## src/logic/avwf_pkg.sv

```systemverilog
// Constants shared by the analog value word formatter, its converter model and its bench
package avwf_pkg;
  localparam int AVWF_NUM_CH = 4;
  localparam int AVWF_CH_W = 2;
  // Register byte offsets
  localparam logic [7:0] AVWF_OFF_CTRL = 8'h00;
  localparam logic [7:0] AVWF_OFF_CHTYPE = 8'h04;
  localparam logic [7:0] AVWF_OFF_STATUS = 8'h08;
  localparam logic [7:0] AVWF_OFF_MASK = 8'h0c;
  localparam logic [7:0] AVWF_OFF_WORD0 = 8'h10;
  // Reset values
  localparam logic AVWF_RST_SELECTIVE = 1'b0;
  localparam logic [15:0] AVWF_RST_CHTYPE = 16'h3333;
  localparam logic [7:0] AVWF_RST_MASK = 8'h00;
  // Field positions
  localparam int AVWF_CTRL_SEL_BIT = 0;
  localparam int AVWF_TYPE_W = 4;
  localparam int AVWF_BIT_OVF = 0;
  localparam int AVWF_BIT_BRK = 1;
  localparam int AVWF_BIT_ACT = 2;
  localparam int AVWF_BIT_SIGN = 15;
  localparam int AVWF_STS_OVF_LSB = 4;
  // Channel type codes
  localparam logic [3:0] AVWF_CT_CURRENT = 4'h3;
  localparam logic [3:0] AVWF_CT_RESIST = 4'h4;
  localparam logic [3:0] AVWF_CT_BIPOLAR = 4'h5;
  // Magnitude limits in units
  localparam logic [15:0] AVWF_MAG_MAX = 16'h0fff;
  localparam logic [15:0] AVWF_CUR_LOW = 16'h0200;
  localparam logic [15:0] AVWF_CUR_HIGH = 16'h0a00;
endpackage

```

## src/logic/avwf_formatter.sv

```systemverilog
// Analog value word formatter: converter results to 16-bit words over APB
`timescale 1ns/1ps
module avwf_formatter (
  input wire logic pclk,
  input wire logic presetn,
  input wire logic psel,
  input wire logic penable,
  input wire logic pwrite,
  input wire logic [7:0] paddr,
  input wire logic [31:0] pwdata,
  output logic [31:0] prdata,
  output logic pready,
  output logic pslverr,
  input wire logic conv_start,
  input wire logic [avwf_pkg::AVWF_CH_W-1:0] conv_start_chan,
  input wire logic conv_valid,
  input wire logic [avwf_pkg::AVWF_CH_W-1:0] conv_chan,
  input wire logic signed [15:0] conv_raw,
  input wire logic conv_open,
  output logic [15:0] word_q,
  output logic [avwf_pkg::AVWF_CH_W-1:0] word_chan_q,
  output logic word_strobe_q,
  output logic irq
);
  import avwf_pkg::*;

  logic selective_q;
  logic [3:0] ctype_q [AVWF_NUM_CH];
  logic [AVWF_NUM_CH-1:0] active_q;
  logic [7:0] status_q;
  logic [7:0] mask_q;
  logic [15:0] word_d;
  logic [15:0] mem_rd_data;
  logic setup_ph;
  logic acc_wr;
  logic acc_rd;
  logic is_word;
  logic [AVWF_CH_W-1:0] word_idx;
  logic addr_ok;
  logic [7:0] sts_set;

  // Build one word from a raw converter count
  function automatic logic [15:0] fmt_word(input logic [3:0] ct, input logic [15:0] raw, input logic open_ckt);
    logic neg;
    logic [15:0] mag;
    logic ovf;
    logic brk;
    neg = raw[15];
    mag = neg ? 16'(~raw + 16'h0001) : raw;
    ovf = 1'b0;
    brk = 1'b0;
    if (ct == AVWF_CT_BIPOLAR)
    begin
      // Sign and magnitude, never two's complement
      ovf = (mag > AVWF_MAG_MAX);
    end
    else
    begin
      // Unipolar types: negative counts clamp to zero
      if (neg)
        mag = '0;
      neg = 1'b0;
      ovf = (mag > AVWF_MAG_MAX);
      // Only the resistance card reports an open circuit
      brk = (ct == AVWF_CT_RESIST) && open_ckt;
    end
    if (ovf)
      mag = AVWF_MAG_MAX;
    // Activity bit is zero once the conversion has finished
    return {neg, mag[11:0], 1'b0, brk, ovf};
  endfunction

  // Word address decode
  function automatic logic word_hit(input logic [7:0] a);
    return (a[7:4] == AVWF_OFF_WORD0[7:4]) && (a[1:0] == 2'h0);
  endfunction

  assign word_d = fmt_word(ctype_q[conv_chan], conv_raw, conv_open);
  assign setup_ph = psel && !penable;
  assign acc_wr = psel && penable && pwrite;
  assign acc_rd = psel && penable && !pwrite;
  assign is_word = word_hit(paddr);
  assign word_idx = paddr[2+AVWF_CH_W-1:2];
  assign addr_ok = is_word || (paddr == AVWF_OFF_CTRL) || (paddr == AVWF_OFF_CHTYPE)
    || (paddr == AVWF_OFF_STATUS) || (paddr == AVWF_OFF_MASK);

  // Never waits: word reads are fetched during the setup phase
  assign pready = 1'b1;
  assign pslverr = psel && penable && !addr_ok;

  // Stored words; the formatted result lands in one write
  avwf_word_mem #(
    .DEPTH(AVWF_NUM_CH),
    .AW(AVWF_CH_W),
    .DW(16)
  ) u_mem (
    .pclk(pclk),
    .presetn(presetn),
    .wr_en(conv_valid),
    .wr_addr(conv_chan),
    .wr_data(word_d),
    .rd_en(setup_ph && !pwrite && is_word),
    .rd_addr(word_idx),
    .rd_data(mem_rd_data)
  );

  // Control register: scan mode
  always_ff @(posedge pclk or negedge presetn)
  begin
    if (!presetn)
      selective_q <= AVWF_RST_SELECTIVE;
    else if (acc_wr && paddr == AVWF_OFF_CTRL)
      selective_q <= pwdata[AVWF_CTRL_SEL_BIT];
  end

  // Channel type codes, one nibble per channel
  always_ff @(posedge pclk or negedge presetn)
  begin
    if (!presetn)
    begin
      for (int i = 0; i < AVWF_NUM_CH; i++)
        ctype_q[i] <= AVWF_RST_CHTYPE[i*AVWF_TYPE_W +: AVWF_TYPE_W];
    end
    else if (acc_wr && paddr == AVWF_OFF_CHTYPE)
    begin
      for (int i = 0; i < AVWF_NUM_CH; i++)
        ctype_q[i] <= pwdata[i*AVWF_TYPE_W +: AVWF_TYPE_W];
    end
  end

  // Interrupt mask
  always_ff @(posedge pclk or negedge presetn)
  begin
    if (!presetn)
      mask_q <= AVWF_RST_MASK;
    else if (acc_wr && paddr == AVWF_OFF_MASK)
      mask_q <= pwdata[7:0];
  end

  // Conversion in progress per channel; a new start wins over a finish
  always_ff @(posedge pclk or negedge presetn)
  begin
    if (!presetn)
      active_q <= '0;
    else
    begin
      for (int i = 0; i < AVWF_NUM_CH; i++)
      begin
        if (conv_start && conv_start_chan == AVWF_CH_W'(i))
          active_q[i] <= 1'b1;
        else if (conv_valid && conv_chan == AVWF_CH_W'(i))
          active_q[i] <= 1'b0;
      end
    end
  end

  // Event sources: new word, and new word with overflow
  always_comb
  begin
    sts_set = '0;
    if (conv_valid)
    begin
      sts_set[conv_chan] = 1'b1;
      sts_set[AVWF_STS_OVF_LSB + int'(conv_chan)] = word_d[AVWF_BIT_OVF];
    end
  end

  // Sticky status; a read clears, a same-cycle event still sets
  always_ff @(posedge pclk or negedge presetn)
  begin
    if (!presetn)
      status_q <= '0;
    else if (acc_rd && paddr == AVWF_OFF_STATUS)
      status_q <= sts_set;
    else
      status_q <= status_q | sts_set;
  end

  assign irq = |(status_q & mask_q);

  // Last formatted word for streaming consumers
  always_ff @(posedge pclk or negedge presetn)
  begin
    if (!presetn)
    begin
      word_q <= '0;
      word_chan_q <= '0;
      word_strobe_q <= 1'b0;
    end
    else
    begin
      word_strobe_q <= conv_valid;
      if (conv_valid)
      begin
        word_q <= word_d;
        word_chan_q <= conv_chan;
      end
    end
  end

  // Read mux; activity is live, so a running selective conversion shows at once
  always_comb
  begin
    prdata = '0;
    if (acc_rd)
    begin
      if (is_word)
      begin
        prdata[15:0] = mem_rd_data;
        prdata[AVWF_BIT_ACT] = selective_q && active_q[word_idx];
      end
      else if (paddr == AVWF_OFF_CTRL)
        prdata[AVWF_CTRL_SEL_BIT] = selective_q;
      else if (paddr == AVWF_OFF_CHTYPE)
      begin
        for (int i = 0; i < AVWF_NUM_CH; i++)
          prdata[i*AVWF_TYPE_W +: AVWF_TYPE_W] = ctype_q[i];
      end
      else if (paddr == AVWF_OFF_STATUS)
        prdata[7:0] = status_q;
      else if (paddr == AVWF_OFF_MASK)
        prdata[7:0] = mask_q;
    end
  end

  // Checks on the formatted words
  a_cur_overflow: assert property (@(posedge pclk) disable iff (!presetn)
    conv_valid && ctype_q[conv_chan] == AVWF_CT_CURRENT && conv_raw > 16'sd4095
    |=> word_q[AVWF_BIT_OVF] && word_q[15:3] == 13'h0fff)
    else $error("current overflow not flagged or not saturated");

  a_cur_overrange: assert property (@(posedge pclk) disable iff (!presetn)
    conv_valid && ctype_q[conv_chan] == AVWF_CT_CURRENT && conv_raw > 16'sd2560 && conv_raw <= 16'sd4095
    |=> !word_q[AVWF_BIT_OVF] && word_q[15:3] == 13'($past(conv_raw)))
    else $error("current overrange word wrong");

  a_cur_below: assert property (@(posedge pclk) disable iff (!presetn)
    conv_valid && ctype_q[conv_chan] == AVWF_CT_CURRENT && conv_raw >= 16'sd0 && conv_raw < 16'sd512
    |=> !word_q[AVWF_BIT_OVF] && word_q[15:3] == 13'($past(conv_raw)))
    else $error("current underrange word wrong");

  a_cur_no_break: assert property (@(posedge pclk) disable iff (!presetn)
    conv_valid && ctype_q[conv_chan] == AVWF_CT_CURRENT |=> !word_q[AVWF_BIT_BRK])
    else $error("current channel flagged wire break");

  a_res_break: assert property (@(posedge pclk) disable iff (!presetn)
    conv_valid && ctype_q[conv_chan] == AVWF_CT_RESIST |=> word_q[AVWF_BIT_BRK] == $past(conv_open))
    else $error("resistance wire break not reported");

  a_res_range: assert property (@(posedge pclk) disable iff (!presetn)
    conv_valid && ctype_q[conv_chan] == AVWF_CT_RESIST && conv_raw >= 16'sd0
    |=> word_q[AVWF_BIT_OVF] == ($past(conv_raw) > 16'sd4095)
    && (word_q[AVWF_BIT_OVF] || word_q[15:3] == 13'($past(conv_raw))))
    else $error("resistance overflow or value wrong");

  a_bip_sign: assert property (@(posedge pclk) disable iff (!presetn)
    conv_valid && ctype_q[conv_chan] == AVWF_CT_BIPOLAR && conv_raw < 16'sd0 && conv_raw >= -16'sd4095
    |=> word_q[AVWF_BIT_SIGN] && !word_q[AVWF_BIT_OVF]
    && word_q[14:3] == 12'(-$past(conv_raw)))
    else $error("signed magnitude word wrong");

  a_word_update: assert property (@(posedge pclk) disable iff (!presetn)
    conv_valid |=> word_strobe_q && word_chan_q == $past(conv_chan) && !word_q[AVWF_BIT_ACT])
    else $error("word not updated as one unit");

  a_act_flag: assert property (@(posedge pclk) disable iff (!presetn)
    acc_rd && is_word && !selective_q |-> !prdata[AVWF_BIT_ACT])
    else $error("activity flag set during cyclic scan");

  // Range edges and saturation; these catch a wrong clamp that the middle values hide
  a_res_overflow: assert property (@(posedge pclk) disable iff (!presetn)
    conv_valid && ctype_q[conv_chan] == AVWF_CT_RESIST && conv_raw > 16'sd4095
    |=> word_q[AVWF_BIT_OVF] && word_q[15:3] == 13'h0fff)
    else $error("resistance overflow not flagged or not saturated");

  a_cur_nominal: assert property (@(posedge pclk) disable iff (!presetn)
    conv_valid && ctype_q[conv_chan] == AVWF_CT_CURRENT && conv_raw >= 16'sd512 && conv_raw <= 16'sd2560
    |=> !word_q[AVWF_BIT_OVF] && word_q[15:3] == 13'($past(conv_raw)))
    else $error("current nominal value not passed through");

  a_cur_negative: assert property (@(posedge pclk) disable iff (!presetn)
    conv_valid && ctype_q[conv_chan] == AVWF_CT_CURRENT && conv_raw < 16'sd0
    |=> !word_q[AVWF_BIT_OVF] && word_q[15:3] == 13'h0000)
    else $error("negative current count not clamped to zero");

  a_res_raw: assert property (@(posedge pclk) disable iff (!presetn)
    conv_valid && ctype_q[conv_chan] == AVWF_CT_RESIST && conv_raw >= 16'sd0 && conv_raw <= 16'sd4095
    |=> !word_q[AVWF_BIT_OVF] && word_q[15:3] == 13'($past(conv_raw)))
    else $error("resistance reading not passed raw");

  a_bip_positive: assert property (@(posedge pclk) disable iff (!presetn)
    conv_valid && ctype_q[conv_chan] == AVWF_CT_BIPOLAR && conv_raw >= 16'sd0 && conv_raw <= 16'sd4095
    |=> !word_q[AVWF_BIT_SIGN] && !word_q[AVWF_BIT_OVF]
    && word_q[14:3] == 12'($past(conv_raw)))
    else $error("positive signed magnitude word wrong");

  a_bip_overflow: assert property (@(posedge pclk) disable iff (!presetn)
    conv_valid && ctype_q[conv_chan] == AVWF_CT_BIPOLAR && (conv_raw > 16'sd4095 || conv_raw < -16'sd4095)
    |=> word_q[AVWF_BIT_OVF] && word_q[14:3] == 12'hfff
    && word_q[AVWF_BIT_SIGN] == ($past(conv_raw) < 16'sd0))
    else $error("signed magnitude overflow not saturated");

  // A read of status in the same cycle must not lose the new event
  a_status_event: assert property (@(posedge pclk) disable iff (!presetn)
    conv_valid |=> status_q[$past(conv_chan)])
    else $error("new word status bit not set");
endmodule // avwf_formatter

```

## src/logic/avwf_word_mem.sv

```systemverilog
// Small store of measured-value words, one per channel, registered read
`timescale 1ns/1ps
module avwf_word_mem #(
  parameter int DEPTH = 4,
  parameter int AW = 2,
  parameter int DW = 16
) (
  input wire logic pclk,
  input wire logic presetn,
  input wire logic wr_en,
  input wire logic [AW-1:0] wr_addr,
  input wire logic [DW-1:0] wr_data,
  input wire logic rd_en,
  input wire logic [AW-1:0] rd_addr,
  output logic [DW-1:0] rd_data
);
  logic [DW-1:0] mem_q [DEPTH];

  // Whole word written in one cycle so fields never mix
  always_ff @(posedge pclk or negedge presetn)
  begin
    if (!presetn)
    begin
      for (int i = 0; i < DEPTH; i++)
        mem_q[i] <= '0;
    end
    else if (wr_en)
      mem_q[wr_addr] <= wr_data;
  end

  // Read data from a flop; same-cycle write returns the old word
  always_ff @(posedge pclk or negedge presetn)
  begin
    if (!presetn)
      rd_data <= '0;
    else if (rd_en)
      rd_data <= mem_q[rd_addr];
  end
endmodule // avwf_word_mem

```

## config.mk

```make
export PLATFORM = sky130hd
export DESIGN_NAME = avwf_formatter
export DESIGN_NICKNAME = d
export VERILOG_FILES = /design/src/logic/avwf_pkg.sv /design/src/logic/avwf_formatter.sv /design/src/logic/avwf_word_mem.sv
export SDC_FILE = /design/constraint.sdc
export NUM_CORES = 1
export LEC_CHECK = 0
export BUFFER_PORTS_ARGS = -buffer_cell sky130_fd_sc_hd__buf_2
export CORE_MARGIN = 2
export CORE_UTILIZATION = 34
export CTS_CLUSTER_DIAMETER = 200
export CTS_CLUSTER_SIZE = 8
export DETAILED_ROUTE_END_ITERATION = 6
export HOLD_SLACK_MARGIN = 0.08
export PLACE_DENSITY = 0.53
export SLEW_MARGIN = 20
export SYNTH_ARGS = -nofsm -noshare
export SYNTH_HDL_FRONTEND = slang
export SYNTH_SLANG_ARGS = --single-unit
```

## constraint.sdc

```tcl
create_clock -name pclk -period 2.4 [get_ports pclk]
set_input_delay 0.36 -clock pclk [delete_from_list [all_inputs] [get_ports pclk]]
set_output_delay 0.36 -clock pclk [all_outputs]
set_load 0.1 [all_outputs]
```

Word level (Yosys, flattened, before mapping)
Cells that the tools add are included.
{"block": "word_totals", "input_bits": 68, "elab_cells": 131, "output_inout_bits": 54, "register_bits": 135}
{"block": "op_classes", "add_sub_neg": 2, "n_eq_ne": 12, "n_reduce_logical": 41, "order_cmp": 10, "n_mux": 42, "bitwise_logic": 5}
{"op": "two-way mux 16 bit", "n": 8}
{"op": "bitwise mux 64 bit", "n": 1}
{"op": "two-way mux 8 bit", "n": 6}
{"op": "binary-select mux 16 bit (select 2 bit)", "n": 1}
{"op": "demux 16 bit (select 2 bit)", "n": 1}
{"op": "> comparator 16 x 12 -> 1 bit (second input constant)", "n": 2}
{"op": "logical AND 1 bit", "n": 25}
{"op": "two-way mux 12 bit", "n": 2}
{"op": "adder 16 x 1 -> 16 bit (second input constant)", "n": 1}
{"op": "equality test 8 x 4 -> 1 bit (second input constant)", "n": 2}
{"op": "inverter 16 bit", "n": 1}
{"op": "two-way mux 1 bit", "n": 15}
{"op": "two-way mux 15 bit", "n": 1}
{"op": "bitwise AND 8 bit", "n": 1}
{"op": "binary-select mux 4 bit (select 2 bit)", "n": 1}
{"op": "bitwise mux 8 bit", "n": 1}
{"op": "equality test 2 bit (second input constant)", "n": 4}
{"op": "equality test 4 x 3 -> 1 bit (second input constant)", "n": 2}
{"op": "equality test 8 x 3 -> 1 bit (second input constant)", "n": 1}
{"op": "zero test 8 bit", "n": 1}
{"op": "two-way mux 4 bit", "n": 2}
{"op": "bitwise OR 8 bit", "n": 1}
{"op": "nonzero test 2 bit", "n": 4}
{"op": "OR reduction 8 bit", "n": 1}
{"op": "other kinds (17)", "n": 27}

Longest topological paths before layout
{"block": "logic_depth", "word_depth": 12, "mapped_depth": 9, "ltp_nobuf": 7}

Cells and area by module
A second synthesis with hierarchy kept.
{"block": "unflattened", "hier_cells": 592, "area_unflattened_um2": 6896.6}
{"mod": "avwf_formatter", "cells_each": 366, "area_each_um2": 3479.6, "n_inst": 1}
{"mod": "avwf_word_mem", "cells_each": 226, "area_each_um2": 3417.0, "n_inst": 1}

Worst setup path after synthesis
Ideal clock, no wire load.
{"block": "synth_path", "path_kind": "input to output", "from": "input port paddr[2]", "to": "output port prdata[0]", "setup_slack_ns": -0.965, "required_ns": 2.040, "arrival_time_ns": 3.005, "path_stages": 6, "n_path_buf": 3, "cell_sequence": "buf_2 -> buf_1 -> clkbuf_1 -> mux4_2 -> mux2i_1 -> nor2_1"}
{"block": "synth_via", "elab_chain_len": 7}
{"item": "start: declaration", "line": "avwf_formatter.sv:9", "rtl": "input wire logic [7:0] paddr,"}
{"item": "equality test 8 x 4 -> 1 bit", "line": "avwf_formatter.sv:221", "rtl": "else if (paddr == AVWF_OFF_MASK)"}
{"item": "two-way mux 8 bit", "line": "avwf_formatter.sv:221"}
{"item": "two-way mux 8 bit", "line": "avwf_formatter.sv:219", "rtl": "else if (paddr == AVWF_OFF_STATUS)"}
{"item": "two-way mux 8 bit", "line": "avwf_formatter.sv:214", "rtl": "else if (paddr == AVWF_OFF_CHTYPE)"}
{"item": "two-way mux 1 bit *", "line": "avwf_formatter.sv:212", "rtl": "else if (paddr == AVWF_OFF_CTRL)"}
{"item": "two-way mux 16 bit *", "line": "avwf_formatter.sv:207", "rtl": "if (is_word)"}
{"item": "two-way mux 16 bit *", "line": "avwf_formatter.sv:205", "rtl": "if (acc_rd)"}
{"item": "end: declaration", "line": "avwf_formatter.sv:11", "rtl": "output logic [31:0] prdata,"}
Every way passes the cells marked *; elsewhere a longest branch is shown, timed or not.

Worst setup path after layout
{"block": "layout_path", "from": "input port paddr[0]", "to": "output port prdata[15]"}
{"block": "layout_via", "elab_chain_len": 5}
{"item": "equality test 8 x 3 -> 1 bit", "line": "avwf_formatter.sv:214"}
{"item": "two-way mux 8 bit", "line": "avwf_formatter.sv:214"}
{"item": "two-way mux 15 bit", "line": "avwf_formatter.sv:212"}
{"item": "two-way mux 16 bit *", "line": "avwf_formatter.sv:207"}
{"item": "two-way mux 16 bit *", "line": "avwf_formatter.sv:205"}
Marked as above.

==> impl_summary.md <==
Place
The congestion estimate from routability-driven global placement came to 0.788. The HPWL after detailed placement is 11900 um. In this run the cell area measured after placement is 0.00769 mm2. The number of input and output port buffers inserted is 87.

Layout
The diode insertion count for antenna repair is 0. The finished cells cover 0.00847 mm2. The number of nets in the layout is 798. The number of filler cells placed in the layout is 1779.

The footprint of the multi-input gates is 0.00317 mm2. The total area of sequential cells is 0.00326 mm2. The area growth from synthesis to layout is 30.3%. The final cell utilization of the core is 0.453. Of the cells placed in the final design, the portion with a size suffix greater than 1 is 0.377.

Timing
Headroom to the max-slew limit came out at 0.617. Dividing the final minimum period by the clock period gives 0.961. The pin slew with the least headroom to its limit is 574 ps.

Static timing analysis puts the maximum clock frequency at 0.433 GHz. The final hold violation count was 0. Setup repair after global routing left no endpoint under its margin.

The number of setup violations in the final report is 0. The number of pins exceeding their max-slew limit in the final report came to 0. The clock period minus final worst setup slack is 2310 ps. The final setup skew is 8.43 ps.

Floorplanning
The core region area is 0.0187 mm2. The number of top-level pins is 122. The die span in y is 142 um. In this run the core area contains 50 standard-cell rows. The die outline width is 142 um. The floorplan step defined a die boundary enclosing 0.0202 mm2. The initial utilization of the core area, before any placement, comes to 0.347.

Synthesis
The synthesized netlist occupies a cell area of 0.00650 mm2. The gate count of the mapped netlist is 620. Counting flops and latches in the post-synthesis netlist gives 130. Of the post-synthesis cell area, the dominant cell type holds 0.470. Of the synthesized area, sequential elements account for 0.502.

Ranked by total cell area, the synthesized netlist is headed by sky130_fd_sc_hd__dfrtp_1 (47%), sky130_fd_sc_hd__mux2_2 (8.8%), sky130_fd_sc_hd__mux4_2 (5.9%). The synthesized area divided by synthesized cell count is 10.5 um2. The count of unique library cells instantiated by Yosys is 51. The largest area contributor in the synthesized netlist is sky130_fd_sc_hd__dfrtp_1. The total of warnings raised by yosys is 0.

Routing
The number of nets with antenna violations after routing is 0. The number of vias after detailed routing is 5249. The number of vias per cell is 5.38.

Before antenna repair, the detailed router went through 5 iterations. The average routed wire per standard cell is 17.9 um. In this run, the number of DRC markers left after iteration 0 of detailed routing was 394. In the routed design, unresolved DRC markers number 0. Wires add up to 17500 um.

Hold path
In this run the most critical hold path is launched from conv_start_chan[0]. The worst hold path terminates at active_q[2]$_DFFE_PN0P_. The worst hold path passes through 2 cells. In this run the worst hold path is classified as primary input to register.

Clock tree
TritonCTS built the clock tree. Clock tree synthesis inserted a total of 17 buffers. Clock-pin slew was measured on the worst setup and hold paths at 50 ps.

The later-pin clock latency in the skew report is 420 ps. The H-tree was split into 4 levels. The clock drives 130 sinks. The root buffer cell is sky130_fd_sc_hd__clkbuf_16. No sink is reached through more buffers than the 2 on the longest clock path.

Status
The run finished with clean final reports.

Run
Max-cap violations in this run came to 0.

Worst setup path
The type of element capturing the critical path is an output pin. The worst register-to-register path has a depth of 9. The critical register-to-register path endpoint is u_mem.mem_q[35]$_DFFE_PN0P_. The type of element launching the critical path is a primary input.

For the worst setup path, the data arrival time is 1950 ps. Data on the critical path is required at its endpoint by 2040 ps. The setup check on the worst reg-to-reg path leaves a slack of 100 ps.

The worst setup path is of the primary input to output pin kind. In this run the worst path has a maximum fanout of 5. The launch point of the worst reg-to-reg path is ctype_q[11]$_DFFE_PN0P_.

Global routing
The number of global-route vias before repair was 5090. The first global-routing pass estimated 27600 um of wire. The global router's overall resource usage is 0.177. The initial antenna violation count is 0. The remaining global-route overflow is 0. The largest net degree at the start of global routing is 69.

Power and ir drop
The analysis attributes to cell leakage a power of 0.00364 uW. For this design the ratio of total power to cell area is 734 mW/mm2. The design draws 6210 uW.

VDD sags by at most 0.000470 V.
Yosys cell counts (all sizes together):
master / n
nand4b: 1
nand2b: 3
buf: 33
xor2: 1
a31oi: 58
nor2b: 8
ha: 1
nand2: 41
clkbuf: 28
a311oi: 3
mux4: 17
inv: 12
nor4b: 2
and4bb: 1
nand4: 7
nor3b: 3
dfrtp: 122
dfstp: 8
nand3: 11
and2: 2
a22oi: 20
or2: 1
nor4: 3
a211oi: 7
mux2i: 4
a311o: 1
o211ai: 3
conb: 2
a21o: 1
nor2: 101
and3: 3
a221oi: 1
nor3: 7
a2bb2oi: 1
o21ai: 22
o41ai: 1
or3: 1
or4: 1
o21a: 1
a21oi: 22
a2111oi: 1
o32ai: 1
nor4bb: 2
mux2: 51
critical path, cell delays in order:
cell                       delay (ps)
sky130_fd_sc_hd__buf_2            100
sky130_fd_sc_hd__or4_4            550
sky130_fd_sc_hd__nor2_4           180
sky130_fd_sc_hd__and4bb_4         300
sky130_fd_sc_hd__a22oi_1          140
sky130_fd_sc_hd__nor2_4           130
sky130_fd_sc_hd__buf_12           180
routing by layer:
layer  share of wire  global-route usage  routed length, um  up-vias
met5               0                   0                  0        -
met4           0.016              0.0563                272        0
met3           0.054              0.0343                949       20
met2            0.45               0.265               7930      160
met1            0.48               0.258               8360     2633
li1                -                   -                  -     2436
area by class of cell:
type | instances | area share
multi-input cells | 434 | 0.375
flip-flops and latches | 130 | 0.385
clock buffers | 21 | 0.0532
well taps | 234 | 0.0346
inverters | 12 | 0.00532
repair buffers | 134 | 0.130
clock inverters | 11 | 0.0161
state kept, by name, indices dropped and copies added, names as in the netlist:
signal         flops
active_q           4
u_mem.mem_q       60
selective_q        1
status_q           8
ctype_q           16
word_q            15
mask_q             8
word_strobe_q      1
word_chan_q        2
u_mem.rd_data     15
power breakdown:
group / internal, uW / switching [uW] / total (uW)
registers: 2410 / 121 / 2540
clock network: 1650 / 940 / 2590
logic: 342 / 747 / 1090
total: 4410 / 1810 / 6210
what timing repair did:
item / CTS / global route
gates cloned: 0 / 2
setup buffers: 1 / 2
hold buffers: 1 / 0
hold endpoints to repair: 14 / 0
gates resized for setup: 4 / 22
setup endpoints to repair: 15 / 70
pin swaps: 0 / 2
cell usage in the layout (no fill, tap or decap), types with 21 or more instances in the layout:
cell	synthesis	layout
sky130_fd_sc_hd__a21oi_1	22	22
sky130_fd_sc_hd__a31oi_1	58	58
sky130_fd_sc_hd__o21ai_0	22	21
sky130_fd_sc_hd__nor2_1	100	84
sky130_fd_sc_hd__buf_2	10	70
sky130_fd_sc_hd__nand2_1	41	41
sky130_fd_sc_hd__buf_4	19	41
sky130_fd_sc_hd__dfrtp_1	122	121
sky130_fd_sc_hd__mux2_2	51	51
through the flow:
stage | setup TNS, ps | std cells | hold slack, ps | setup WS, ps
after floorplan | -319 | 636 | 64.4 | -48.9
after global placement | -3100 | 938 | 217 | -92.2
after detailed placement | -4130 | 938 | 220 | -111
after CTS | 0 | 972 | 159 | 0.476
after global routing | 0 | 976 | 166 | 9.98
final | 0 | 976 | 164 | 92.9
worst max path at each step:
stage	start	endpoint	slack (ps)	cells after the start
2_1_floorplan	paddr[0]	prdata[0]	-50	4
3_3_place_gp	conv_chan[1]	word_q[10]$_DFFE_PN0P_	-90	8
3_5_place_dp	conv_chan[1]	u_mem.mem_q[58]$_DFFE_PN0P_	-110	8
4_1_cts	paddr[0]	prdata[15]	0.5	7
5_1_grt	ctype_q[11]$_DFFE_PN0P_	u_mem.mem_q[35]$_DFFE_PN0P_	10	9
6_report	paddr[0]	prdata[15]	90	7
cells by family (layout without fill, tap and decap cells):
group,Yosys count,count (layout),synth area share
compound gates,143,143,0.142
mux,72,72,0.153
buf+inv,73,178,0.0562
flops,130,130,0.502
other cells,2,18,0.00116
fa+ha+maj,1,1,0.00192
xor+xnor,1,1,0.00135
simple gates,198,199,0.142
Note: power is estimated with default switching activity, not from simulation.
